## src/inc/tgp_pkg.sv

```systemverilog
// Constants shared by the three-timer unit: register map, control fields, mode codes
package tgp_pkg;

    // ****************************************
    // Register map (byte offsets)
    // ****************************************
    localparam logic [7:0] OFF_CTRL_BASE = 8'h00;  // Control of timer i at base + 4*i
    localparam logic [7:0] OFF_CNT_BASE  = 8'h0C;  // Count of timer i at base + 4*i
    localparam logic [7:0] OFF_STAT      = 8'h18;  // Interrupt request flags, write one to clear
    localparam logic [7:0] OFF_MASK      = 8'h1C;  // Interrupt enable flags
    localparam logic [7:0] OFF_PRIO      = 8'h20;  // Priority fields, four bits per timer
    localparam logic [7:0] OFF_STEP      = 8'h04;  // Stride between timers

    // ****************************************
    // Timer indices
    // ****************************************
    localparam int NTMR     = 3;
    localparam int AUX_LOW  = 0;
    localparam int CORE     = 1;
    localparam int AUX_HIGH = 2;

    // ****************************************
    // Control register fields
    // ****************************************
    localparam int F_PRE    = 0;   // [2:0] prescaler code
    localparam int F_MODE   = 3;   // [5:3] operating mode
    localparam int F_RUN    = 6;   // Run enable
    localparam int F_DOWN   = 7;   // Count down when set
    localparam int F_XDIR   = 8;   // Direction pin inverts direction
    localparam int F_ERISE  = 9;   // Rising pin edge; in gated mode the active gate level
    localparam int F_EFALL  = 10;  // Falling pin edge
    localparam int F_OTLSRC = 11;  // Aux counter mode counts core toggle latch edges
    localparam int F_OUTEN  = 12;  // Core: drive toggle latch onto output pin
    localparam int F_RLRISE = 13;  // Reload on toggle latch rising transition
    localparam int F_RLFALL = 14;  // Reload on toggle latch falling transition
    localparam int CTRL_W   = 15;
    localparam logic [CTRL_W-1:0] CTRL_RST = 15'h0000;

    // ****************************************
    // Mode codes
    // ****************************************
    localparam logic [2:0] M_TIMER   = 3'h0;
    localparam logic [2:0] M_COUNTER = 3'h1;
    localparam logic [2:0] M_GATED   = 3'h2;
    localparam logic [2:0] M_INCR    = 3'h3;
    localparam logic [2:0] M_RELOAD  = 3'h4;
    localparam logic [2:0] M_CAPTURE = 3'h5;

    // ****************************************
    // Prescaler and interrupt sizes
    // ****************************************
    localparam int          PRE_W    = 10;      // Largest factor 1024
    localparam logic [10:0] PRE_BASE = 11'h008; // Factor of code 000b
    localparam int          PRIO_W   = 4;       // Sixteen levels
    localparam int          TW_DEF   = 16;

endpackage

```

## src/inc/tgp_cnt_if.sv

```systemverilog
// Interface between the unit's control logic and one counter
interface tgp_cnt_if #(parameter int W = 16);
    logic         step;
    logic         down;
    logic         load;
    logic [W-1:0] lval;
    logic [W-1:0] cnt;
    logic         wrap;

    modport ctl (output step, output down, output load, output lval, input cnt, input wrap);
    modport tmr (input step, input down, input load, input lval, output cnt, output wrap);
endinterface

```

## src/hw/tgp_timer.sv

```systemverilog
// One up/down counter with load and wrap detection
module tgp_timer #(
    parameter int W = 16
) (
    input  wire logic clk_i,
    input  wire logic rst_i,
    input  wire logic ce_i,
    tgp_cnt_if.tmr    t
);

    typedef struct packed {
        logic [W-1:0] cnt;
    } tgp_tmr_st_t;

    tgp_tmr_st_t s_q;
    tgp_tmr_st_t s_d;

    // Wrap when stepping past either end
    assign t.wrap = t.step & (t.down ? (s_q.cnt == '0) : (s_q.cnt == '1));
    assign t.cnt  = s_q.cnt;

    // Load beats counting; count one step per enable
    always_comb
    begin
        s_d = s_q;
        if (t.load)
        begin
            s_d.cnt = t.lval;
        end
        else if (t.step)
        begin
            s_d.cnt = t.down ? s_q.cnt - 1'b1 : s_q.cnt + 1'b1;
        end
    end

    // State register
    always_ff @(posedge clk_i)
    begin
        if (rst_i)
        begin
            s_q <= '0;
        end
        else if (ce_i)
        begin
            s_q <= s_d;
        end
    end

endmodule

```

## src/hw/tgp_top.sv

```systemverilog
// Three-timer general purpose unit with Wishbone register access

module tgp_top #(
    parameter int TW = tgp_pkg::TW_DEF
) (
    input  wire logic          clk_i,
    input  wire logic          rst_i,
    input  wire logic          ce_i,
    input  wire logic          wb_cyc_i,
    input  wire logic          wb_stb_i,
    input  wire logic          wb_we_i,
    input  wire logic [7:0]    wb_adr_i,
    input  wire logic [3:0]    wb_sel_i,
    input  wire logic [31:0]   wb_dat_i,
    output logic      [31:0]   wb_dat_o,
    output logic               wb_ack_o,
    input  wire logic [2:0]    timer_gate_clock_pin_i,
    input  wire logic [2:0]    timer_direction_pin_i,
    output logic               toggle_output_pin_o,
    output logic               irq_o,
    output logic [3:0]         irq_prio_o
);

    // ****************************************
    // State
    // ****************************************
    typedef struct packed {
        logic [tgp_pkg::NTMR-1:0][tgp_pkg::CTRL_W-1:0] ctrl;
        logic [tgp_pkg::NTMR-1:0]                      stat;
        logic [tgp_pkg::NTMR-1:0]                      mask;
        logic [tgp_pkg::NTMR-1:0][tgp_pkg::PRIO_W-1:0] prio;
        logic [tgp_pkg::PRE_W-1:0]                     pre;
        logic [tgp_pkg::NTMR-1:0]                      pin;
        logic [tgp_pkg::NTMR-1:0]                      dpin;
        logic                                          otl;
        logic                                          ack;
        logic [31:0]                                   rdat;
        logic                                          irq;
        logic [tgp_pkg::PRIO_W-1:0]                    iprio;
        logic                                          tout;
    } tgp_st_t;

    tgp_st_t s_q;
    tgp_st_t s_d;

    logic [tgp_pkg::NTMR-1:0]         step_w;
    logic [tgp_pkg::NTMR-1:0]         down_w;
    logic [tgp_pkg::NTMR-1:0]         cap_w;
    logic [tgp_pkg::NTMR-1:0]         rl_w;
    logic [tgp_pkg::NTMR-1:0]         wrcnt_w;
    logic [tgp_pkg::NTMR-1:0]         wrap_w;
    logic [tgp_pkg::NTMR-1:0][TW-1:0] cnt_w;
    logic                             req_w;
    logic                             wr_w;
    logic                             otl_rise;
    logic                             otl_fall;

    // Byte-lane merge of a write into an old value
    function automatic logic [31:0] mrg(input logic [31:0] old, input logic [31:0] nw, input logic [3:0] sel);
        logic [31:0] r;
        r = old;
        for (int b = 0; b < 4; b++)
        begin
            if (sel[b])
            begin
                r[b*8 +: 8] = nw[b*8 +: 8];
            end
        end
        return r;
    endfunction

    // Bus request qualifiers
    assign req_w = wb_cyc_i & wb_stb_i & ~s_q.ack;
    assign wr_w  = req_w & wb_we_i;

    // Toggle latch transitions caused by a core wrap this cycle
    assign otl_rise = wrap_w[tgp_pkg::CORE] & ~s_q.otl;
    assign otl_fall = wrap_w[tgp_pkg::CORE] & s_q.otl;

    // ****************************************
    // Per-timer event decode and counters
    // ****************************************
    genvar gi;
    generate
        for (gi = 0; gi < tgp_pkg::NTMR; gi++)
        begin : g_tmr
            logic [tgp_pkg::CTRL_W-1:0] ctl;
            logic [2:0]                 mode;
            logic [tgp_pkg::PRE_W-1:0]  pmask;
            logic                       tick;
            logic                       rise;
            logic                       fall;
            logic                       pin_evt;
            logic                       otl_evt;
            logic                       gate_ok;
            logic                       quad_evt;
            logic                       quad_up;
            logic                       run;
            logic [TW-1:0]              bus_val;

            tgp_cnt_if #(.W(TW)) cif ();

            assign ctl  = s_q.ctrl[gi];
            assign mode = ctl[tgp_pkg::F_MODE +: 3];
            assign run  = ctl[tgp_pkg::F_RUN];

            // Prescaled tick: free counter low bits all zero
            assign pmask = tgp_pkg::PRE_W'((tgp_pkg::PRE_BASE << ctl[tgp_pkg::F_PRE +: 3]) - 11'h001);
            assign tick  = (s_q.pre & pmask) == '0;

            // Input pin edges against last cycle's level
            assign rise    = timer_gate_clock_pin_i[gi] & ~s_q.pin[gi];
            assign fall    = ~timer_gate_clock_pin_i[gi] & s_q.pin[gi];
            assign pin_evt = (ctl[tgp_pkg::F_ERISE] & rise) | (ctl[tgp_pkg::F_EFALL] & fall);
            assign otl_evt = (ctl[tgp_pkg::F_ERISE] & otl_rise) | (ctl[tgp_pkg::F_EFALL] & otl_fall);
            assign gate_ok = timer_gate_clock_pin_i[gi] == ctl[tgp_pkg::F_ERISE];

            // Quadrature: A on input pin, B on direction pin
            assign quad_evt = (rise | fall) | (timer_direction_pin_i[gi] ^ s_q.dpin[gi]);
            assign quad_up  = timer_gate_clock_pin_i[gi] ^ s_q.dpin[gi];

            // Count enable by mode; reload and capture stop the timer
            always_comb
            begin
                case (mode)
                    tgp_pkg::M_TIMER:   step_w[gi] = run & tick;
                    tgp_pkg::M_COUNTER: step_w[gi] = run & ((gi != tgp_pkg::CORE && ctl[tgp_pkg::F_OTLSRC])
                                                            ? otl_evt : pin_evt);
                    tgp_pkg::M_GATED:   step_w[gi] = run & tick & gate_ok;
                    tgp_pkg::M_INCR:    step_w[gi] = run & quad_evt;
                    default:            step_w[gi] = 1'b0;
                endcase
            end

            // Direction from software, pin or quadrature phase
            assign down_w[gi] = (mode == tgp_pkg::M_INCR) ? (~quad_up ^ ctl[tgp_pkg::F_DOWN])
                              : (ctl[tgp_pkg::F_DOWN] ^ (ctl[tgp_pkg::F_XDIR] & timer_direction_pin_i[gi]));

            // Aux-only capture and reload triggers
            if (gi == tgp_pkg::CORE)
            begin : g_core
                assign cap_w[gi] = 1'b0;
                assign rl_w[gi]  = 1'b0;
            end
            else
            begin : g_aux
                assign cap_w[gi] = (mode == tgp_pkg::M_CAPTURE) & pin_evt;
                assign rl_w[gi]  = (mode == tgp_pkg::M_RELOAD) & (pin_evt
                                 | (ctl[tgp_pkg::F_RLRISE] & otl_rise)
                                 | (ctl[tgp_pkg::F_RLFALL] & otl_fall));
            end

            // Bus write to this count register
            assign wrcnt_w[gi] = wr_w & (wb_adr_i == tgp_pkg::OFF_CNT_BASE + 8'(gi) * tgp_pkg::OFF_STEP);
            assign bus_val     = TW'(mrg(32'(cnt_w[gi]), wb_dat_i, wb_sel_i));

            // Counter hookup; capture or reload beat a bus write
            assign cif.step = step_w[gi];
            assign cif.down = down_w[gi];
            if (gi == tgp_pkg::CORE)
            begin : g_ld_core
                assign cif.load = rl_w[tgp_pkg::AUX_LOW] | rl_w[tgp_pkg::AUX_HIGH] | wrcnt_w[gi];
                assign cif.lval = rl_w[tgp_pkg::AUX_LOW]  ? cnt_w[tgp_pkg::AUX_LOW]
                                : rl_w[tgp_pkg::AUX_HIGH] ? cnt_w[tgp_pkg::AUX_HIGH]
                                : bus_val;
            end
            else
            begin : g_ld_aux
                assign cif.load = cap_w[gi] | wrcnt_w[gi];
                assign cif.lval = cap_w[gi] ? cnt_w[tgp_pkg::CORE] : bus_val;
            end
            assign cnt_w[gi]  = cif.cnt;
            assign wrap_w[gi] = cif.wrap;

            tgp_timer #(.W(TW)) u_tmr (
                .clk_i (clk_i),
                .rst_i (rst_i),
                .ce_i  (ce_i),
                .t     (cif.tmr)
            );
        end
    endgenerate

    // ****************************************
    // Registers, interrupts and bus
    // ****************************************
    always_comb
    begin
        logic [tgp_pkg::NTMR-1:0] clr;
        logic [tgp_pkg::NTMR-1:0] pend;
        clr = '0;
        pend = '0;
        s_d = s_q;

        // Free-running prescaler and pin history
        s_d.pre  = s_q.pre + 1'b1;
        s_d.pin  = timer_gate_clock_pin_i;
        s_d.dpin = timer_direction_pin_i;
        s_d.otl  = s_q.otl ^ wrap_w[tgp_pkg::CORE];

        // Single-cycle ack, dropped the cycle after
        s_d.ack = wb_cyc_i & wb_stb_i & ~s_q.ack;

        // Register writes
        for (int i = 0; i < tgp_pkg::NTMR; i++)
        begin
            if (wr_w && wb_adr_i == tgp_pkg::OFF_CTRL_BASE + 8'(i) * tgp_pkg::OFF_STEP)
            begin
                s_d.ctrl[i] = tgp_pkg::CTRL_W'(mrg(32'(s_q.ctrl[i]), wb_dat_i, wb_sel_i));
            end
        end
        if (wr_w && wb_adr_i == tgp_pkg::OFF_STAT && wb_sel_i[0])
        begin
            clr = wb_dat_i[tgp_pkg::NTMR-1:0];
        end
        if (wr_w && wb_adr_i == tgp_pkg::OFF_MASK)
        begin
            s_d.mask = tgp_pkg::NTMR'(mrg(32'(s_q.mask), wb_dat_i, wb_sel_i));
        end
        if (wr_w && wb_adr_i == tgp_pkg::OFF_PRIO)
        begin
            s_d.prio = (tgp_pkg::NTMR * tgp_pkg::PRIO_W)'(mrg(32'(s_q.prio), wb_dat_i, wb_sel_i));
        end

        // Sticky flags; a new event wins over a clear
        s_d.stat = (s_q.stat & ~clr) | wrap_w | cap_w;

        // Read data, zero for unmapped offsets
        s_d.rdat = '0;
        for (int i = 0; i < tgp_pkg::NTMR; i++)
        begin
            if (wb_adr_i == tgp_pkg::OFF_CTRL_BASE + 8'(i) * tgp_pkg::OFF_STEP)
            begin
                s_d.rdat = 32'(s_q.ctrl[i]);
            end
            if (wb_adr_i == tgp_pkg::OFF_CNT_BASE + 8'(i) * tgp_pkg::OFF_STEP)
            begin
                s_d.rdat = 32'(cnt_w[i]);
            end
        end
        if (wb_adr_i == tgp_pkg::OFF_STAT)
        begin
            s_d.rdat = 32'(s_q.stat);
        end
        if (wb_adr_i == tgp_pkg::OFF_MASK)
        begin
            s_d.rdat = 32'(s_q.mask);
        end
        if (wb_adr_i == tgp_pkg::OFF_PRIO)
        begin
            s_d.rdat = 32'(s_q.prio);
        end
        if (!req_w || wb_we_i)
        begin
            s_d.rdat = '0;
        end

        // Interrupt line and highest pending priority
        pend = s_d.stat & s_d.mask;
        s_d.irq = |pend;
        s_d.iprio = '0;
        for (int i = 0; i < tgp_pkg::NTMR; i++)
        begin
            if (pend[i] && s_d.prio[i] > s_d.iprio)
            begin
                s_d.iprio = s_d.prio[i];
            end
        end

        // Toggle latch onto its pin when enabled
        s_d.tout = s_d.ctrl[tgp_pkg::CORE][tgp_pkg::F_OUTEN] & s_d.otl;
    end

    // State register, frozen while the clock enable is low
    always_ff @(posedge clk_i)
    begin
        if (rst_i)
        begin
            s_q <= '0;
        end
        else if (ce_i)
        begin
            s_q <= s_d;
        end
    end

    // Outputs straight from state
    assign wb_dat_o            = s_q.rdat;
    assign wb_ack_o            = s_q.ack;
    assign toggle_output_pin_o = s_q.tout;
    assign irq_o               = s_q.irq;
    assign irq_prio_o          = s_q.iprio;

endmodule

```

## config.mk

```make
export PLATFORM = sky130hd
export DESIGN_NAME = tgp_top
export DESIGN_NICKNAME = d
export VERILOG_FILES = /design/src/inc/tgp_pkg.sv /design/src/inc/tgp_cnt_if.sv /design/src/hw/tgp_timer.sv /design/src/hw/tgp_top.sv
export SDC_FILE = /design/constraint.sdc
export NUM_CORES = 1
export LEC_CHECK = 0
export BUFFER_PORTS_ARGS = -buffer_cell sky130_fd_sc_hd__buf_2
export CAP_MARGIN = 20
export CORE_ASPECT_RATIO = 1.2
export CORE_MARGIN = 2
export CORE_UTILIZATION = 65
export CTS_CLUSTER_SIZE = 16
export DETAILED_ROUTE_END_ITERATION = 6
export PLACE_DENSITY = 0.85
export SYNTH_ARGS = -nofsm -noshare
export SYNTH_HDL_FRONTEND = slang
export SYNTH_SLANG_ARGS = --single-unit
```

## constraint.sdc

```tcl
create_clock -name clk_i -period 17.1 [get_ports clk_i]
set_clock_uncertainty 0.05 [all_clocks]
set_input_delay 1.71 -clock clk_i [delete_from_list [all_inputs] [get_ports clk_i]]
set_output_delay 1.71 -clock clk_i [all_outputs]
set_load 0.05 [all_outputs]
```

==> summary.txt <==
CP peak stage delay - 600 ps
Cell mode on critical path - ha_1
# hold bufs at CTS - 0
Row Count - 52
Via Count - 11400
Worst setup SP type - input port
Setup ws final - 9910 ps
Dpl cells - 1582
Max cap viols - 0
Die H - 147 um
RePlAce Congestion - 1.01
Worst Hold Endpoint - wb_dat_o[13]
Core box area - 0.0168 sq mm
Tcrit/Tclk final - 42.0%
Die area - 0.0182 sq mm
Vias per cell - 7.05
Post-synth EDFFs - 0
Final setup fails - 0
I/O pin cnt - 95
Synth top area share - 27.2%
Post-synthesis cell count - 1397
Max Clock Freq - 139 MHz
Setup_tns - 0 ps
Status - complete, but fails checks
Root Buffer - clkbuf_16
Worst path arrival time - 7470 ps
Clock-pin slew on the worst setup and hold paths - 60 ps
DRC violations left - 48
R2R cell count - 29
# clock sinks - 151
Seq/Total Area, Yosys - 27.2%
DR WL/cell - 22.4 um
Net Sw Frac - 26.6%
CP Max Fanout - 6
Worst Hold Class - reg2reg
First-pass GRT wire length - 55.8 mm
TritonCTS clock tree - yes
Fraction of layout cells with a size suffix above 1 - 10.2%
HPWL after DPL - 25.3 mm
Initial antenna violation count - 0
Min cycle time layout - 7190 ps
Largest area contributor in the netlist - dfxtp_1
H-Tree Depth - 4
Synth top cells by count - nor2_1, dfxtp_1, a21oi_1
Total CTS buffers - 17
Combinational share of power - 7.5%
Starting density of the core - 66.3%
Async SR Flop Fraction - 0%
Largest net degree at the start of global routing - 80
DRT Pass-1 Iters - 7
Leak - 4.92 nW
Hold Crit Start - wb_dat_o[13]
Nets - 1505
Post-CTS resize count - 0
Crit. End Element - register
# diodes - 0
Slew @ Worst Pin - 1080 ps
Routed Antenna Nets - 0
Port bufs - 60
Vias in the first global route - 10600
Reg-to-Reg End - irq_prio_o[0]
Final cell count without fillers - 1615
Final hold violation count - 0
Clk network pwr share - 47.5%
Max clock buf depth - 2
CP Data Required Time - 17380 ps
Slew margin rel. - 27.8%
GR Overflow Total - 0
Power density over cell area - 67.3 mW/mm^2
Flop and latch count out of synthesis - 151
Clock Latency Late Sink - 450 ps
Hold path depth - 2
Yosys warning total - 0
Die Width - 123 um
Synth area leaders - dfxtp_1, mux2i_1, ha_1
# Post-CTS Setup Buffers - 0
Total track usage - 40.1%
Power Internal - 584 uW
Fin. max-slew vios - 0
Net Sw Power - 212 uW
Failing checks - DRC
Reg2Reg Setup Slack - 10760 ps
Synth Cell Area - 0.0111 sq mm
Area Overhead vs Synth - 6.29%
Placement Setup Slack - 9550 ps
Util after Layout - 70.4%
Maximum vdd drop - 75.6 uV
Synth Area per Inst - 7.96 sq um
Worst reg2reg startpoint - g_tmr[1].ctl[3]
WL final - 36.2 mm
Unique cell type count in the Yosys netlist - 85
Critical path class - in2reg
Reg power frac - 45.1%
Initial DRC Count - 1896
RSZ-0062 raised after global routing - no
Min Hold Slack - 428 ps
Most used DFF post-synth - dfxtp_1
Slowest cell on crit path - or4bb_1
Top-count cell post-synth - nor2_1
final cells by class:
| class | count | area (sq um) |
|---|---|---|
| Tap cell | 216 | 270 |
| Fill cell | 1391 | 4960 |
| Inverter | 31 | 116 |
| Clock inverter | 12 | 119 |
| Multi-Input combinational cell | 1112 | 7430 |
| Sequential cell | 151 | 3020 |
| Clock buffer | 20 | 467 |
| Timing Repair Buffer | 73 | 398 |
sequential cells by signal (all words and copies together), names as in the netlist:
signal               count
irq_o                    1
g_tmr.u_tmr.t.cnt       48
irq_prio_o               4
toggle_output_pin_o      1
wb_dat_o                16
wb_ack_o                 1
g_tmr.ctl               45
s_q                     35
power groups by stage:
| stage | sequential [mW] | clock [mW] | combinational (mW) |
|---|---|---|---|
| floorplan | 0.366 | 0 | 0.0384 |
| global placement | 0.366 | 0 | 0.0554 |
| detailed placement | 0.366 | 0 | 0.0565 |
| CTS | 0.358 | 0.377 | 0.0569 |
| global route | 0.359 | 0.393 | 0.0624 |
| finish | 0.358 | 0.378 | 0.0595 |
layout by cell type (no fill, tap or decap), types with 16 or more instances in the layout:
master and count:
inv_1 30, nor2_1 184, a21oi_1 113, nand2_1 105
nand3_1 30, a21o_1 20, a222oi_1 17, nand4_1 18
clkbuf_16 17, a211oi_1 32, nor4_1 16, xor2_1 28
and3_1 21, xnor2_1 27, nor3_1 22, dfxtp_1 151
ha_1 60, buf_2 60, mux2i_1 102, a31oi_1 17
o211ai_1 24, o21ai_0 63, conb_1 16
logic make-up after synthesis:
kind of cell               synth area share (%)
adders and majority gates                  7.29
xor gates and xnor gates                   4.33
other                                    0.0337
and+or+nand+nor                            20.0
DFF                                        27.2
buffers and inverters                      6.68
AOI/OAI and AO/OA                          24.5
muxes                                      9.99
routing by layer:
metal,part of all wire (%),vias up,track usage (%),wire (um)
met3,12,263,11.1,4430
met2,44,765,60.3,15900
li1,-,5095,-,-
met5,0,-,0,0
met4,8.5,0,28.1,3070
met1,35,5257,48.8,12700
worst max-delay path by stage:
stage                               end  cells past startpoint                       from
after floorplan           irq_prio_o[0]                     28  timer_gate_clock_pin_i[1]
after global placement    irq_prio_o[0]                     29  timer_gate_clock_pin_i[1]
after detailed placement  irq_prio_o[0]                     29  timer_gate_clock_pin_i[1]
after CTS                 irq_prio_o[0]                     29  timer_gate_clock_pin_i[1]
after global routing      irq_prio_o[0]                     29  timer_gate_clock_pin_i[1]
final                     irq_prio_o[0]                     29  timer_gate_clock_pin_i[1]
critical path, delay by kind of cell:
| kind | cells | cell delay [ps] |
|---|---|---|
| AND/OR/NAND/NOR | 10 | 1580 |
| adder cells (fa/ha/maj) | 4 | 1230 |
| buffers and inverters | 2 | 210 |
| AO/OA/AOI/OAI | 12 | 2390 |
| multiplexers | 1 | 350 |
through the flow:
stage / area (sq um) / total power, mW
6_report: 11800 / 0.796
5_1_grt: 11800 / 0.814
4_1_cts: 11800 / 0.792
3_5_place_dp: 11200 / 0.423
3_3_place_gp: 11200 / 0.421
2_1_floorplan: 11200 / 0.404
(Power assumes the default switching activity.)
